**config.mk**
```make
export PLATFORM = sky130hd
export DESIGN_NAME = cls_serializer_core
export DESIGN_NICKNAME = d
export VERILOG_FILES = /design/src/hw/cls_pkg.sv /design/src/hw/cls_scrambler.sv /design/src/hw/cls_serializer_core.sv
export SDC_FILE = /design/constraint.sdc
export NUM_CORES = 1
export LEC_CHECK = 0
export BUFFER_PORTS_ARGS = -buffer_cell sky130_fd_sc_hd__buf_2
export CORE_MARGIN = 5
export CORE_UTILIZATION = 58
export DETAILED_ROUTE_END_ITERATION = 10
export GPL_ROUTABILITY_DRIVEN = 0
export PLACE_DENSITY_LB_ADDON = 0.3
export SYNTH_ARGS = -nofsm -noshare
export SYNTH_HDL_FRONTEND = slang
export SYNTH_SLANG_ARGS = --single-unit
```
**constraint.sdc**
```tcl
create_clock -name pclk -period 8.3 [get_ports pclk]
set_input_delay 0.83 -clock pclk [delete_from_list [all_inputs] [get_ports pclk]]
set_output_delay 0.83 -clock pclk [all_outputs]
set_load 0.03 [all_outputs]
```
**src/hw/cls_pkg.sv**
```systemverilog
// Constants, register map and encodings for the camera link serializer core.
// Assumes a 20 MHz APB clock; the core and the testbench refer to names here.
package cls_pkg;

  ////////////////////////////////////////////////////////////////////////////
  // Clock and timing
  localparam int CLK_PERIOD_NS  = 50;     // APB clock period
  localparam int PCLK_LOSS_NS   = 1000;   // Pixel clock declared lost after this
  localparam int PCLK_LOSS_CYC  = (PCLK_LOSS_NS + CLK_PERIOD_NS - 1) / CLK_PERIOD_NS;
  localparam int GPIO_DELTA_NS  = 25000;  // Allowed arrival spread, forwarded outputs
  localparam int GPIO_DELTA_CYC = GPIO_DELTA_NS / CLK_PERIOD_NS;
  localparam int OSC_FULL_DIV   = 2;      // Internal oscillator tick, full rate
  localparam int OSC_LOW_DIV    = 4;      // Internal oscillator tick, lower rate

  ////////////////////////////////////////////////////////////////////////////
  // Register indices (byte address is four times the index)
  localparam logic [7:0] IDX_CFG      = 8'h03;
  localparam logic [7:0] IDX_CRC_A    = 8'h0a;
  localparam logic [7:0] IDX_CRC_B    = 8'h0b;
  localparam logic [7:0] IDX_GPO      = 8'h0d;
  localparam logic [7:0] IDX_CTL_TX   = 8'h0e;
  localparam logic [7:0] IDX_STATUS   = 8'h0f;
  localparam logic [7:0] IDX_CTL_RX   = 8'h10;
  localparam logic [7:0] IDX_OSC      = 8'h14;

  // Reset values
  localparam logic [7:0] CFG_RST      = 8'h01;
  localparam logic [7:0] OSC_RST      = 8'h00;
  localparam logic [7:0] GPO_RST      = 8'h00;

  // Field positions
  localparam int CFG_EDGE_BIT  = 0;       // tx_clock_edge_select
  localparam int CFG_FORCE_BIT = 1;       // Stay on internal oscillator
  localparam int CFG_MODE_LO   = 2;       // Payload mode, two bits
  localparam int OSC_RATE_LO   = 1;       // Oscillator rate, two bits
  localparam int GPO_SEL_LO    = 4;       // Remote select per pin

  // Payload modes
  localparam logic [1:0] MODE_12LF = 2'h0;
  localparam logic [1:0] MODE_12HF = 2'h1;
  localparam logic [1:0] MODE_10   = 2'h2;

  // Oscillator rate codes
  localparam logic [1:0] OSC_FULL  = 2'h1;
  localparam logic [1:0] OSC_RSVD  = 2'h3;

  ////////////////////////////////////////////////////////////////////////////
  // Forward frame layout
  localparam int FRAME_W    = 28;
  localparam int PAYLOAD_W  = 24;
  localparam int CTL_LO     = 24;         // Control valid bit 25, data bit 24
  localparam int INV_BIT    = 26;         // DC balance inversion flag
  localparam int PAR_BIT    = 27;         // Even parity over bits 26:0
  localparam logic [27:0] FRAME_IDLE_HIGH = 28'hfffffff;

  // Back channel word: remote outputs in 11:8, control byte in 7:0
  localparam int BC_W       = 12;
  localparam int BC_GPIO_LO = 8;
  localparam logic [4:0] CRC_POLY = 5'h13; // x^4 + x + 1

  // Clock source states
  typedef enum logic {CS_OSC, CS_EXT} cls_src_t;

endpackage

```
**src/hw/cls_scrambler.sv**
```systemverilog
// Additive scrambler mask generator for the forward payload.
// Assumes one advance request per emitted frame; reset seeds a nonzero state.
`timescale 1ns/10ps
module cls_scrambler #(
  parameter int WIDTH = 24,
  parameter logic [30:0] SEED = 31'h1
) (
  // Clock and reset
  input  wire logic             pclk,
  input  wire logic             presetn,
  // Control
  input  wire logic             advance,
  // Mask for this frame
  output logic [WIDTH-1:0]      mask
);

  logic [30:0] state_q;   // PRBS31 state
  logic [30:0] state_d;   // State after WIDTH steps

  ////////////////////////////////////////////////////////////////////////////
  // Step x^31 + x^28 + 1 WIDTH times so each frame uses fresh bits
  always_comb begin
    state_d = state_q;
    for (int i = 0; i < WIDTH; i++) begin
      state_d = {state_d[29:0], state_d[30] ^ state_d[27]};
    end
  end

  // State advances only when a frame leaves
  always_ff @(posedge pclk or negedge presetn) begin
    if (!presetn) begin
      state_q <= SEED;
    end else if (advance) begin
      state_q <= state_d;
    end
  end

  assign mask = state_q[WIDTH-1:0];

endmodule

```
**src/hw/cls_serializer_core.sv**
```systemverilog
// Serializer front end: pixel capture, payload packing, scrambling, DC balance,
// parity, clock source choice, back-channel CRC counting and general outputs.
// Assumes all pins are synchronous to pclk; the analog driver sits downstream.
`timescale 1ns/10ps

// Notes on behaviour
// - Frame is 28 bits with all fields
// - Payload scrambled and DC balanced always
// - 12-bit low mode accepts 14 bits/pixel
// - 12-bit high mode accepts 14 bits/pixel
// - Frame rate is pixel rate /1,/2,/1.5
// - One parity bit; back channel 4-bit CRC
// - CRC errors counted in two byte registers
// - Control bits ride inside every frame
// - Four outputs, remote or local source
// - Output pins never forward inputs onward
// - External oscillator: pin3 in, pin2 half clock
// - Forwarded output latency fixed and small
// - Edge select picks rising or falling
// - No pixel clock: run on internal oscillator
// - Power down low: serial output static high
// - Switch to pixel clock unless forced internal
// - Oscillator rate code 01 full, else lower
module cls_serializer_core (
  // Clock and reset
  input  wire logic        pclk,
  input  wire logic        presetn,
  // APB slave
  input  wire logic [7:0]  paddr,
  input  wire logic        psel,
  input  wire logic        penable,
  input  wire logic        pwrite,
  input  wire logic [31:0] pwdata,
  output logic      [31:0] prdata,
  output logic             pready,
  output logic             pslverr,
  // Parallel pixel side
  input  wire logic        pixel_clk_in,
  input  wire logic [11:0] pix_data,
  input  wire logic        line_sync,
  input  wire logic        frame_sync,
  // Static pins
  input  wire logic        power_down_n_pin,
  input  wire logic        ext_osc_mode_pin,
  // Back channel words from the link
  input  wire logic        bc_valid,
  input  wire logic [11:0] bc_word,
  input  wire logic [3:0]  bc_crc,
  // General output pins
  input  wire logic [3:0]  general_output_pin_i,
  output logic      [3:0]  general_output_pin_o,
  output logic      [3:0]  general_output_pin_oe,
  // Forward frame to the line driver
  output logic      [27:0] ser_frame,
  output logic             ser_frame_valid
);

  ////////////////////////////////////////////////////////////////////////////
  // Register bus decode
  logic [7:0]  cfg_q, osc_q, gpo_q, ctl_rx_q;  // Software and link registers
  logic [15:0] crc_err_q;                      // Back-channel error count
  logic [7:0]  ctl_tx_q;                       // Control byte being sent
  logic [3:0]  ctl_cnt_q;                      // Bits left to send
  logic        wr_en, rd_en, hit;              // Access qualifiers
  logic [7:0]  idx;                            // Word index
  logic        pd_n;                           // Powered, link enabled

  assign idx     = {2'h0, paddr[7:2]};
  assign wr_en   = psel && penable && pwrite;
  assign rd_en   = psel && !pwrite;
  assign hit     = idx inside {cls_pkg::IDX_CFG, cls_pkg::IDX_CRC_A, cls_pkg::IDX_CRC_B,
                               cls_pkg::IDX_GPO, cls_pkg::IDX_CTL_TX, cls_pkg::IDX_STATUS,
                               cls_pkg::IDX_CTL_RX, cls_pkg::IDX_OSC};
  assign pready  = 1'b1;                        // Zero wait states
  assign pslverr = psel && penable && !hit;     // Unmapped word refused
  assign pd_n    = power_down_n_pin;

  // Read mux, low byte only
  logic [7:0] rd_byte;
  logic       ext_active;
  assign rd_byte =
    (idx == cls_pkg::IDX_CFG)    ? cfg_q :
    (idx == cls_pkg::IDX_CRC_A)  ? crc_err_q[7:0] :
    (idx == cls_pkg::IDX_CRC_B)  ? crc_err_q[15:8] :
    (idx == cls_pkg::IDX_GPO)    ? gpo_q :
    (idx == cls_pkg::IDX_CTL_TX) ? ctl_tx_q :
    (idx == cls_pkg::IDX_STATUS) ? {5'h0, !pd_n, (ctl_cnt_q != 4'h0), ext_active} :
    (idx == cls_pkg::IDX_CTL_RX) ? ctl_rx_q :
    (idx == cls_pkg::IDX_OSC)    ? osc_q : 8'h00;
  assign prdata = (rd_en && hit) ? {24'h0, rd_byte} : 32'h0;

  // Configuration registers; status and counters are read only
  always_ff @(posedge pclk or negedge presetn) begin
    if (!presetn) begin
      cfg_q <= cls_pkg::CFG_RST;
      osc_q <= cls_pkg::OSC_RST;
      gpo_q <= cls_pkg::GPO_RST;
    end else if (wr_en) begin
      if (idx == cls_pkg::IDX_CFG) cfg_q <= pwdata[7:0];
      if (idx == cls_pkg::IDX_OSC) osc_q <= pwdata[7:0];
      if (idx == cls_pkg::IDX_GPO) gpo_q <= pwdata[7:0];
    end
  end

  ////////////////////////////////////////////////////////////////////////////
  // Pixel clock edge detection and capture
  logic       pclk_pix_q;                      // Previous pixel clock sample
  logic       pix_rise, pix_fall, pix_edge, capture;
  logic [1:0] mode;
  assign mode     = cfg_q[cls_pkg::CFG_MODE_LO +: 2];
  assign pix_rise = pixel_clk_in && !pclk_pix_q;
  assign pix_fall = !pixel_clk_in && pclk_pix_q;
  assign pix_edge = pix_rise || pix_fall;
  // Edge select bit 1 = rising, 0 = falling
  assign capture  = (cfg_q[cls_pkg::CFG_EDGE_BIT] ? pix_rise : pix_fall)
                    && ext_active && pd_n;

  always_ff @(posedge pclk or negedge presetn) begin
    if (!presetn) pclk_pix_q <= 1'b0;
    else          pclk_pix_q <= pixel_clk_in;
  end

  ////////////////////////////////////////////////////////////////////////////
  // Clock source: pixel clock when present, else internal oscillator
  cls_pkg::cls_src_t cs_q;
  logic [15:0]       loss_q;                   // Cycles since last pixel edge
  assign ext_active = (cs_q == cls_pkg::CS_EXT);

  always_ff @(posedge pclk or negedge presetn) begin
    if (!presetn) begin
      cs_q   <= cls_pkg::CS_OSC;
      loss_q <= 16'h0;
    end else begin
      loss_q <= pix_edge ? 16'h0 : loss_q + 16'h1;
      unique case (cs_q)
        // Edge seen and not forced internal
        cls_pkg::CS_OSC: if (pix_edge && !cfg_q[cls_pkg::CFG_FORCE_BIT])
          cs_q <= cls_pkg::CS_EXT;
        // Clock gone: fall back to oscillator
        cls_pkg::CS_EXT: if (!pix_edge && loss_q >= 16'(cls_pkg::PCLK_LOSS_CYC - 1))
          cs_q <= cls_pkg::CS_OSC;
      endcase
    end
  end

  // Internal oscillator tick; rate code 01 full, others lower
  logic [2:0] osc_cnt_q;
  logic [2:0] osc_div;
  logic       osc_tick;
  assign osc_div  = (osc_q[cls_pkg::OSC_RATE_LO +: 2] == cls_pkg::OSC_FULL)
                    ? 3'(cls_pkg::OSC_FULL_DIV) : 3'(cls_pkg::OSC_LOW_DIV);
  assign osc_tick = !ext_active && pd_n && (osc_cnt_q >= osc_div - 3'h1);

  always_ff @(posedge pclk or negedge presetn) begin
    if (!presetn)      osc_cnt_q <= 3'h0;
    else if (osc_tick) osc_cnt_q <= 3'h0;
    else               osc_cnt_q <= osc_cnt_q + 3'h1;
  end

  ////////////////////////////////////////////////////////////////////////////
  // Payload packing per mode; phase counts pixels within a frame group
  logic [1:0]  ph_q;
  logic [13:0] acc_q;                          // Pixel bits carried forward
  logic [13:0] pix14, pix12;
  logic        emit;
  logic [23:0] payload;
  assign pix14 = {frame_sync, line_sync, pix_data};
  assign pix12 = {2'h0, frame_sync, line_sync, pix_data[9:0]};
  // Low mode every pixel, 10-bit every second, high mode two of three
  assign emit  = osc_tick ||
                 (capture && ((mode == cls_pkg::MODE_10)   ? (ph_q == 2'h1) :
                              (mode == cls_pkg::MODE_12HF) ? (ph_q != 2'h0) : 1'b1));
  assign payload =
    !capture                     ? 24'h0 :                           // Idle frame
    (mode == cls_pkg::MODE_10)   ? {acc_q[11:0], pix12[11:0]} :
    (mode == cls_pkg::MODE_12HF) ? ((ph_q == 2'h1) ? {3'h0, acc_q, pix14[13:7]}
                                                   : {3'h0, acc_q[6:0], pix14}) :
                                   {10'h0, pix14};

  always_ff @(posedge pclk or negedge presetn) begin
    if (!presetn) begin
      ph_q  <= 2'h0;
      acc_q <= 14'h0;
    end else if (!ext_active || !pd_n) begin
      ph_q  <= 2'h0;                           // Realign on relock
    end else if (capture) begin
      unique case (mode)
        cls_pkg::MODE_10: begin
          ph_q  <= ph_q ^ 2'h1;
          acc_q <= pix12;
        end
        cls_pkg::MODE_12HF: begin
          ph_q  <= (ph_q == 2'h2) ? 2'h0 : ph_q + 2'h1;
          acc_q <= (ph_q == 2'h0) ? pix14 : {7'h0, pix14[6:0]};
        end
        default: ph_q <= 2'h0;                 // Low mode and code 11
      endcase
    end
  end

  ////////////////////////////////////////////////////////////////////////////
  // Forward control channel: one valid bit and one data bit per frame
  logic [1:0] ctl_bits;
  assign ctl_bits = (ctl_cnt_q != 4'h0) ? {1'b1, ctl_tx_q[0]} : 2'h0;

  always_ff @(posedge pclk or negedge presetn) begin
    if (!presetn) begin
      ctl_tx_q  <= 8'h0;
      ctl_cnt_q <= 4'h0;
    end else if (wr_en && idx == cls_pkg::IDX_CTL_TX && ctl_cnt_q == 4'h0) begin
      ctl_tx_q  <= pwdata[7:0];                // Write while busy is ignored
      ctl_cnt_q <= 4'h8;
    end else if (emit && ctl_cnt_q != 4'h0) begin
      ctl_tx_q  <= {1'b0, ctl_tx_q[7:1]};
      ctl_cnt_q <= ctl_cnt_q - 4'h1;
    end
  end

  ////////////////////////////////////////////////////////////////////////////
  // Scramble, DC balance, parity
  logic [23:0] mask, scr, bal;
  logic [4:0]  ones;
  logic        rd_pos_q, inv;                  // Running disparity sign
  logic [26:0] body;

  cls_scrambler #(.WIDTH(cls_pkg::PAYLOAD_W), .SEED(31'h1)) u_scr (
    .pclk    (pclk),
    .presetn (presetn),
    .advance (emit),
    .mask    (mask)
  );

  assign scr  = payload ^ mask;
  assign ones = 5'($countones(scr));
  // Invert when the word would push disparity further the same way
  assign inv  = rd_pos_q ? (ones > 5'd12) : (ones < 5'd12);
  assign bal  = inv ? ~scr : scr;
  assign body = {inv, ctl_bits, bal};

  // Frame register; static high while powered down
  always_ff @(posedge pclk or negedge presetn) begin
    if (!presetn) begin
      ser_frame       <= cls_pkg::FRAME_IDLE_HIGH;
      ser_frame_valid <= 1'b0;
      rd_pos_q        <= 1'b0;
    end else if (!pd_n) begin
      ser_frame       <= cls_pkg::FRAME_IDLE_HIGH;
      ser_frame_valid <= 1'b0;
    end else begin
      ser_frame_valid <= emit;
      if (emit) begin
        ser_frame <= {^body, body};
        if (ones != 5'd12) rd_pos_q <= (ones > 5'd12) ^ inv;
      end
    end
  end

  ////////////////////////////////////////////////////////////////////////////
  // Back channel CRC check and error counter
  function automatic logic [3:0] crc4(input logic [11:0] d);
    logic [3:0] c;
    c = 4'h0;
    for (int i = 11; i >= 0; i--) begin
      c = (c[3] ^ d[i]) ? ({c[2:0], 1'b0} ^ cls_pkg::CRC_POLY[3:0]) : {c[2:0], 1'b0};
    end
    return c;
  endfunction

  logic crc_ok, crc_bad;
  logic [3:0] remote_q;                        // Remote output values
  assign crc_ok  = bc_valid && (crc4(bc_word) == bc_crc);
  assign crc_bad = bc_valid && !crc_ok;

  always_ff @(posedge pclk or negedge presetn) begin
    if (!presetn) begin
      crc_err_q <= 16'h0;
      remote_q  <= 4'h0;
      ctl_rx_q  <= 8'h0;
    end else begin
      // Saturates rather than wrapping so a flood stays visible
      if (crc_bad && crc_err_q != 16'hffff) crc_err_q <= crc_err_q + 16'h1;
      if (crc_ok) begin
        remote_q <= bc_word[cls_pkg::BC_GPIO_LO +: 4];
        ctl_rx_q <= bc_word[7:0];
      end
    end
  end

  ////////////////////////////////////////////////////////////////////////////
  // General outputs and external oscillator divider
  logic       osc_prev_q, ref_div_q;           // Oscillator sample, half clock
  logic       osc_clock_in;
  logic [3:0] gpo_val;
  assign osc_clock_in = general_output_pin_i[3];
  // Per pin: remote value when selected, else local bit
  assign gpo_val = (gpo_q[cls_pkg::GPO_SEL_LO +: 4] & remote_q) |
                   (~gpo_q[cls_pkg::GPO_SEL_LO +: 4] & gpo_q[3:0]);
  // Pins drive except pin 3 in oscillator mode; pin inputs never reach the link
  assign general_output_pin_o  = ext_osc_mode_pin
                                 ? {1'b0, ref_div_q, gpo_val[1:0]} : gpo_val;
  assign general_output_pin_oe = ext_osc_mode_pin ? 4'h7 : 4'hf;

  always_ff @(posedge pclk or negedge presetn) begin
    if (!presetn) begin
      osc_prev_q <= 1'b0;
      ref_div_q  <= 1'b0;
    end else begin
      osc_prev_q <= osc_clock_in;
      if (ext_osc_mode_pin && osc_clock_in && !osc_prev_q) ref_div_q <= !ref_div_q;
    end
  end
endmodule

```
# Word level (Yosys, flattened, before mapping)
# Cells that the tools add are included.
[op_classes]
add_sub_neg = 29
multipliers = 0
div_mod_pow = 0
order_cmp = 4
eq_ne = 18
shifts = 0
mux = 52
bitwise_logic = 56
reduce_logical = 51
[ops]
columns = ["operator", "count"]
rows = [
  ["two-way mux 8 bit", 11],
  ["two-way mux 24 bit", 3],
  ["two-way mux 28 bit", 2],
  ["two-way mux 21 bit", 2],
  ["XOR 1 bit", 34],
  ["adder 16 x 1 -> 16 bit, second input constant", 2],
  ["two-way mux 2 bit", 16],
  ["equality test 6 x 4 -> 1 bit, second input constant", 5],
  ["case mux 14 bit (2 select lines)", 1],
  ["XOR reduction 27 bit", 1],
  ["adder 1 x 1 -> 2 bit", 12],
  ["inverter 24 bit", 1],
  ["XOR 24 bit", 1],
  ["logical AND 1 bit", 22],
  ["inverter 2 bit", 11],
  ["adder 2 x 2 -> 3 bit", 6],
  [">= comparator 16 x 5 -> 1 bit, second input constant", 1],
  ["two-way mux 16 bit", 1],
  ["two-way mux 4 bit", 4],
  ["inequality test 16 bit, second input constant", 1],
  ["two-way mux 14 bit", 1],
  ["adder 3 x 3 -> 4 bit", 3],
  ["equality test 6 x 5 -> 1 bit, second input constant", 2],
  ["zero test 1 bit", 11],
  ["other kinds (32)", 56],
]
[word_totals]
register_bits = 164
latch_bits = 0
mem_bits_rw = 0
mem_bits_ro = 0
out_inout_bits = 71
wordCells = 231
memories = 0

# Depth between registers and ports, before layout
[logic_depth]
depth_word = 28
ltp_mapped = 29

# By module
# From an unflattened synthesis, not the netlist that was laid out.
[hier_totals]
cells_unflattened = 1033
hier_area_um2 = 10418.7
[by_module_without_submodules]
columns = ["mod", "n_inst", "cells_each", "area_per_inst_um2"]
rows = [
  ["cls_serializer_core", 1, 893, 8811.0],
  ["cls_scrambler", 1, 140, 1607.8],
]

# Least setup slack after synthesis
# No wires, ideal clock.
[synth_path]
path_kind = "input to register"
from = "input port pixel_clk_in"
to = "register ser_frame[27]"
setup_ns = 0.073
t_arrival_ns = 7.661
required_ns = 8.227
path_slack_ns = 0.566
path_stages = 27
n_path_buf = 1
path_cell_list = "inv_1 -> ha_1 -> mux2i_1 -> or2_1 -> clkbuf_1 -> a21oi_1 -> xnor2_1 -> inv_1 -> fa_1 -> fa_1 -> fa_1 -> fa_1 -> inv_1 -> fa_1 -> inv_1 -> ha_1 -> inv_1 -> fa_1 -> or4b_1 -> o31a_1 -> and2_1 -> a211oi_4 -> xnor2_1 -> xnor3_1 -> xor2_1 -> xnor3_1 -> a21oi_1"
[synth_via]
elab_chain_len = 18
[synth_lines]
columns = ["item", "line_no", "text"]
rows = [
  ["start: declaration", "cls_serializer_core.sv:38", "input wire logic pixel_clk_in,"],
  ["zero test 1 bit", "cls_serializer_core.sv:112", "assign pix_fall = !pixel_clk_in && pclk_pix_q;"],
  ["logical AND 1 bit", "cls_serializer_core.sv:112", ""],
  ["two-way mux 1 bit (*)", "cls_serializer_core.sv:115", "assign capture = (cfg_q[cls_pkg::CFG_EDGE_BIT] ? pix_rise : pix_fall)"],
  ["logical AND 1 bit (*) (2 in series)", "cls_serializer_core.sv:116", "&& ext_active && pd_n;"],
  ["two-way mux 24 bit", "cls_serializer_core.sv:174", "!capture ? 24'h0 :"],
  ["XOR 24 bit", "cls_serializer_core.sv:233", "assign scr = payload ^ mask;"],
  ["adder 1 x 1 -> 2 bit (not written as such)", "cls_serializer_core.sv:234", "assign ones = 5'($countones(scr));"],
  ["adder 2 x 2 -> 3 bit (not written as such)", "cls_serializer_core.sv:234", ""],
  ["adder 3 x 3 -> 4 bit (not written as such)", "cls_serializer_core.sv:234", ""],
  ["adder 4 x 4 -> 5 bit (not written as such)", "cls_serializer_core.sv:234", ""],
  ["adder 5 x 4 -> 5 bit (not written as such)", "cls_serializer_core.sv:234", ""],
  ["< comparator 5 x 4 -> 1 bit / greater-than comparator 5 x 4 -> 1 bit (equally long branches)", "cls_serializer_core.sv:236", "assign inv = rd_pos_q ? (ones > 5'd12) : (ones < 5'd12);"],
  ["two-way mux 1 bit", "cls_serializer_core.sv:236", ""],
  ["two-way mux 24 bit", "cls_serializer_core.sv:237", "assign bal = inv ? ~scr : scr;"],
  ["XOR reduction 27 bit", "cls_serializer_core.sv:252", "ser_frame <= {^body, body};"],
  ["two-way mux 28 bit", "cls_serializer_core.sv:251", "if (emit) begin"],
  ["two-way mux 28 bit", "cls_serializer_core.sv:246", "end else if (!pd_n) begin"],
  ["end signal: assignment", "cls_serializer_core.sv:243", "ser_frame <= cls_pkg::FRAME_IDLE_HIGH;"],
  ["end signal: assignment", "cls_serializer_core.sv:247", "ser_frame <= cls_pkg::FRAME_IDLE_HIGH;"],
  ["end signal: assignment", "cls_serializer_core.sv:252", ""],
  ["end: declaration", "cls_serializer_core.sv:54", "output logic [27:0] ser_frame,"],
]
# Every way passes the cells marked *; elsewhere a longest branch is shown, timed or not. The select of a mux whose other input is x is not followed.
# A chain may end at the register's enable or synchronous reset.

# Final worst setup path
# Ends and elaborated chain as after synthesis.

==> results.cfg <==
[cts]
clock_sinks = 164
h-tree-depth = 4
cts-root-buf = clkbuf_16
cts.hold.buffers_added = 0
clk_latency_ns = 0.43
cts_tree = built
cts_buffers = 17
clock_path_buffers = 2
cts_setup_buffers = 0
cts_resized = 0
clk_pin_slew_ns = 0.07

[floorplan]
die_h_um = 140
core_area_mm2 = 0.0166
io_pins = 154
chipWidth_um = 140
dieArea_mm2 = 0.0195
initial_core_util_pct = 58.9
rows = 47

[yosys]
ys_ff_latch = 164
syn_area_mm2 = 0.00977
synth.avg_cell_area_um2 = 9.64
yosys.cell_types.count = 58
ys_top_cells_by_area = dfrtp_1 34%, xnor2_1 9.1%, dfstp_2 8.1%
synth-edff-count = 0
synth-seq-area-share_pct = 42.4
yosys_warnings = 0
synth_top_area_share_pct = 34.3
synth_top_area_cell = dfrtp_1
async_flop_share_pct = 100
synthFlopType = dfrtp_1
netlist_instances = 1014

[worst_setup_path]
start_kind = primary input
end_kind = register
critPathArrivalTime_ns = 8.15
worstSetupPathType = primary input to register
cp_max_fo = 12
rr_endpoint = ser_frame[27]$_DFFE_PN1P_
r2r_slack_ns = 0.59
reg2reg_depth = 28
required_ns = 8.66
reg2reg_from = cfg_q[3]$_DFFE_PN0P_

[global_route]
grtUsageTotal_pct = 23.2
met2_usage_pct = 37.1
grt_remaining_overflow = 0
use_met3_pct = 4.19
grt_pass1_wl_um = 36700
grt_max_degree = 86
antenna_found_initial = 0
top_usage_layer = met2
met1_usage_pct = 32.3
grt_pass1_vias = 7161

[power_and_ir_drop]
power_leakage_uw = 0.00506
power_density_mw_per_mm2 = 219
vdd_drop_max_v = 0.000153

[placed_design]
hpwl_um = 16300
numPortBuffers = 96
preCtsSetupSlack_ns = 0.0945

[detailed_routing]
num_vias = 7347
dr.pass1.iters = 6
viasPerCell = 5.50
avgRoutedWirePerCell_um = 16.6
drc_errors = 0
first_iter_violations = 453
wl_um = 22200
ant_nets = 0

[sta]
layout_min_cycle_time_ns = 7.79
clock.fmax_ghz = 0.128
rsz0062_at_grt = false
finClkSkew_ns = 0.0109
finalMaxSlewViolations = 0
tns_ns = 0
worst_slack_ns = 0.508
hold_viol = 0
fin_crit_sh_pct = 93.9
fin_hold_ws_ns = 0.458
setup_viol = 0
worst_slew_pin_slew_ns = 0.974
relSlewSlack_pct = 35.1

[min_path]
hp-class = primary input to async pin

[flow_run]
maxCapViolations = 0

[layout]
fillCellCount = 1369
antenna_cells = 0
final_layout_size_suffix_gt1_share_pct = 19.5
syn_to_final_growth_pct = 12.7
nets = 1220
final_cell_mix = 165 x nand2_1, 134 x dfrtp_1, 102 x xnor2_1, 95 x buf_2, 56 x a21oi_1
mostFrequentLayoutCell = nand2_1

[run_status]
status = finished, final reports clean
logic make-up (layout without fill, tap and decap cells):
group | after synthesis | in the layout | synth area share (%)
simple gates | 340 | 340 | 16.7
flops | 164 | 164 | 42.4
compound gates | 153 | 153 | 9.13
xor+xnor | 140 | 140 | 13.7
buf+inv | 122 | 199 | 5.77
mux | 60 | 60 | 6.76
fa+ha+maj | 33 | 33 | 5.53
other cells | 2 | 28 | 0.0768
final cells by class:
class                   count  area, µm²  area share [%]
multi-input cells         754       5180            47.0
flip-flops and latches    164       4140            37.6
repair buffers            115        629            5.71
clock buffers              21        460            4.18
well taps                 220        275            2.50
inverters                  52        195            1.77
clock inverters            11        139            1.26
registers in the layout (all words and copies together) (netlist names):
signal           cells
osc_cnt_q            3
ser_frame_valid      1
cfg_q                8
remote_q             4
acc_q               14
crc_err_q           16
cs_q                 1
osc_prev_q           1
u_scr.state_q       31
ser_frame           28
ctl_rx_q             8
ctl_tx_q             8
loss_q              16
ctl_cnt_q            4
pclk_pix_q           1
ph_q                 2
osc_q                8
rd_pos_q             1
ref_div_q            1
gpo_q                8
per-stage QoR:
| stage | instances | area, µm² | total power (µW) | utilization (%) |
|---|---|---|---|---|
| floorplan | 1040 | 9870 | 1460 | - |
| global placement | 1305 | 10400 | 1590 | 62.8 |
| detailed placement | 1305 | 10400 | 1610 | 62.8 |
| CTS | 1337 | 11000 | 2420 | 66.4 |
| global route | 1337 | 11000 | 2540 | 66.4 |
| finish | 1337 | 11000 | 2410 | 66.4 |
critical path, cell delays in order:
cell      delay (ns)
buf_2           0.12
inv_1           0.05
ha_1            0.18
mux2i_1         0.38
or2_1           0.44
a21oi_1         0.10
xnor2_1         0.37
inv_1           0.10
fa_1            0.51
fa_1            0.44
fa_1            0.52
fa_1            0.56
inv_1           0.06
fa_1            0.46
inv_1           0.06
ha_1            0.16
inv_1           0.06
fa_1            0.44
or4b_1          0.50
o31a_1          0.13
and2_1          0.20
a211oi_4        0.27
xnor2_1         0.24
xnor3_1         0.40
xor2_1          0.17
xnor3_1         0.24
a21oi_1         0.15
Yosys cell counts (5+ instances only):
library cell  number
a21oi_1           57
a221oi_1           7
a222oi_1           5
a31oi_1           11
and2_1            17
and3_1             9
buf_4             28
clkbuf_1          37
dfrtp_1          134
dfstp_2           30
fa_1              17
ha_1              16
inv_1             51
mux2_1            13
mux2_2            35
mux2i_1           12
nand2_1          165
nand3_1           24
nand4_1            7
nor2_1            45
nor2b_1           12
nor3_1             6
nor3b_1           26
o21ai_0           50
o21ai_1            7
xnor2_1          102
xnor3_1            8
xor2_1            30
worst max-delay path by stage:
stage / startpoint / end / slack [ns] / cells after the start
finish: pixel_clk_in / ser_frame[27]$_DFFE_PN1P_ / 0.51 / 27
global route: pixel_clk_in / ser_frame[27]$_DFFE_PN1P_ / 0.19 / 27
CTS: pixel_clk_in / ser_frame[27]$_DFFE_PN1P_ / 0.53 / 27
detailed placement: pixel_clk_in / ser_frame[27]$_DFFE_PN1P_ / 0.09 / 27
global placement: pixel_clk_in / ser_frame[27]$_DFFE_PN1P_ / 0.30 / 27
floorplan: pixel_clk_in / ser_frame[27]$_DFFE_PN1P_ / 0.57 / 27
metal layers:
layer | part of all wire (%) | vias to the layer above
met5 | 0 | -
met4 | 2.6 | 0
met3 | 6.5 | 40
met2 | 48 | 246
met1 | 43 | 3540
li1 | - | 3521
report_power, final:
part / total (µW) / internal, µW / leakage, µW / switching (µW)
registers: 1050 / 936 / 0.00210 / 112
clock network: 809 / 466 / 0.000287 / 343
logic: 554 / 239 / 0.00268 / 315
total: 2410 / 1640 / 0.00506 / 770
Power figures use the tool's default switching activity.
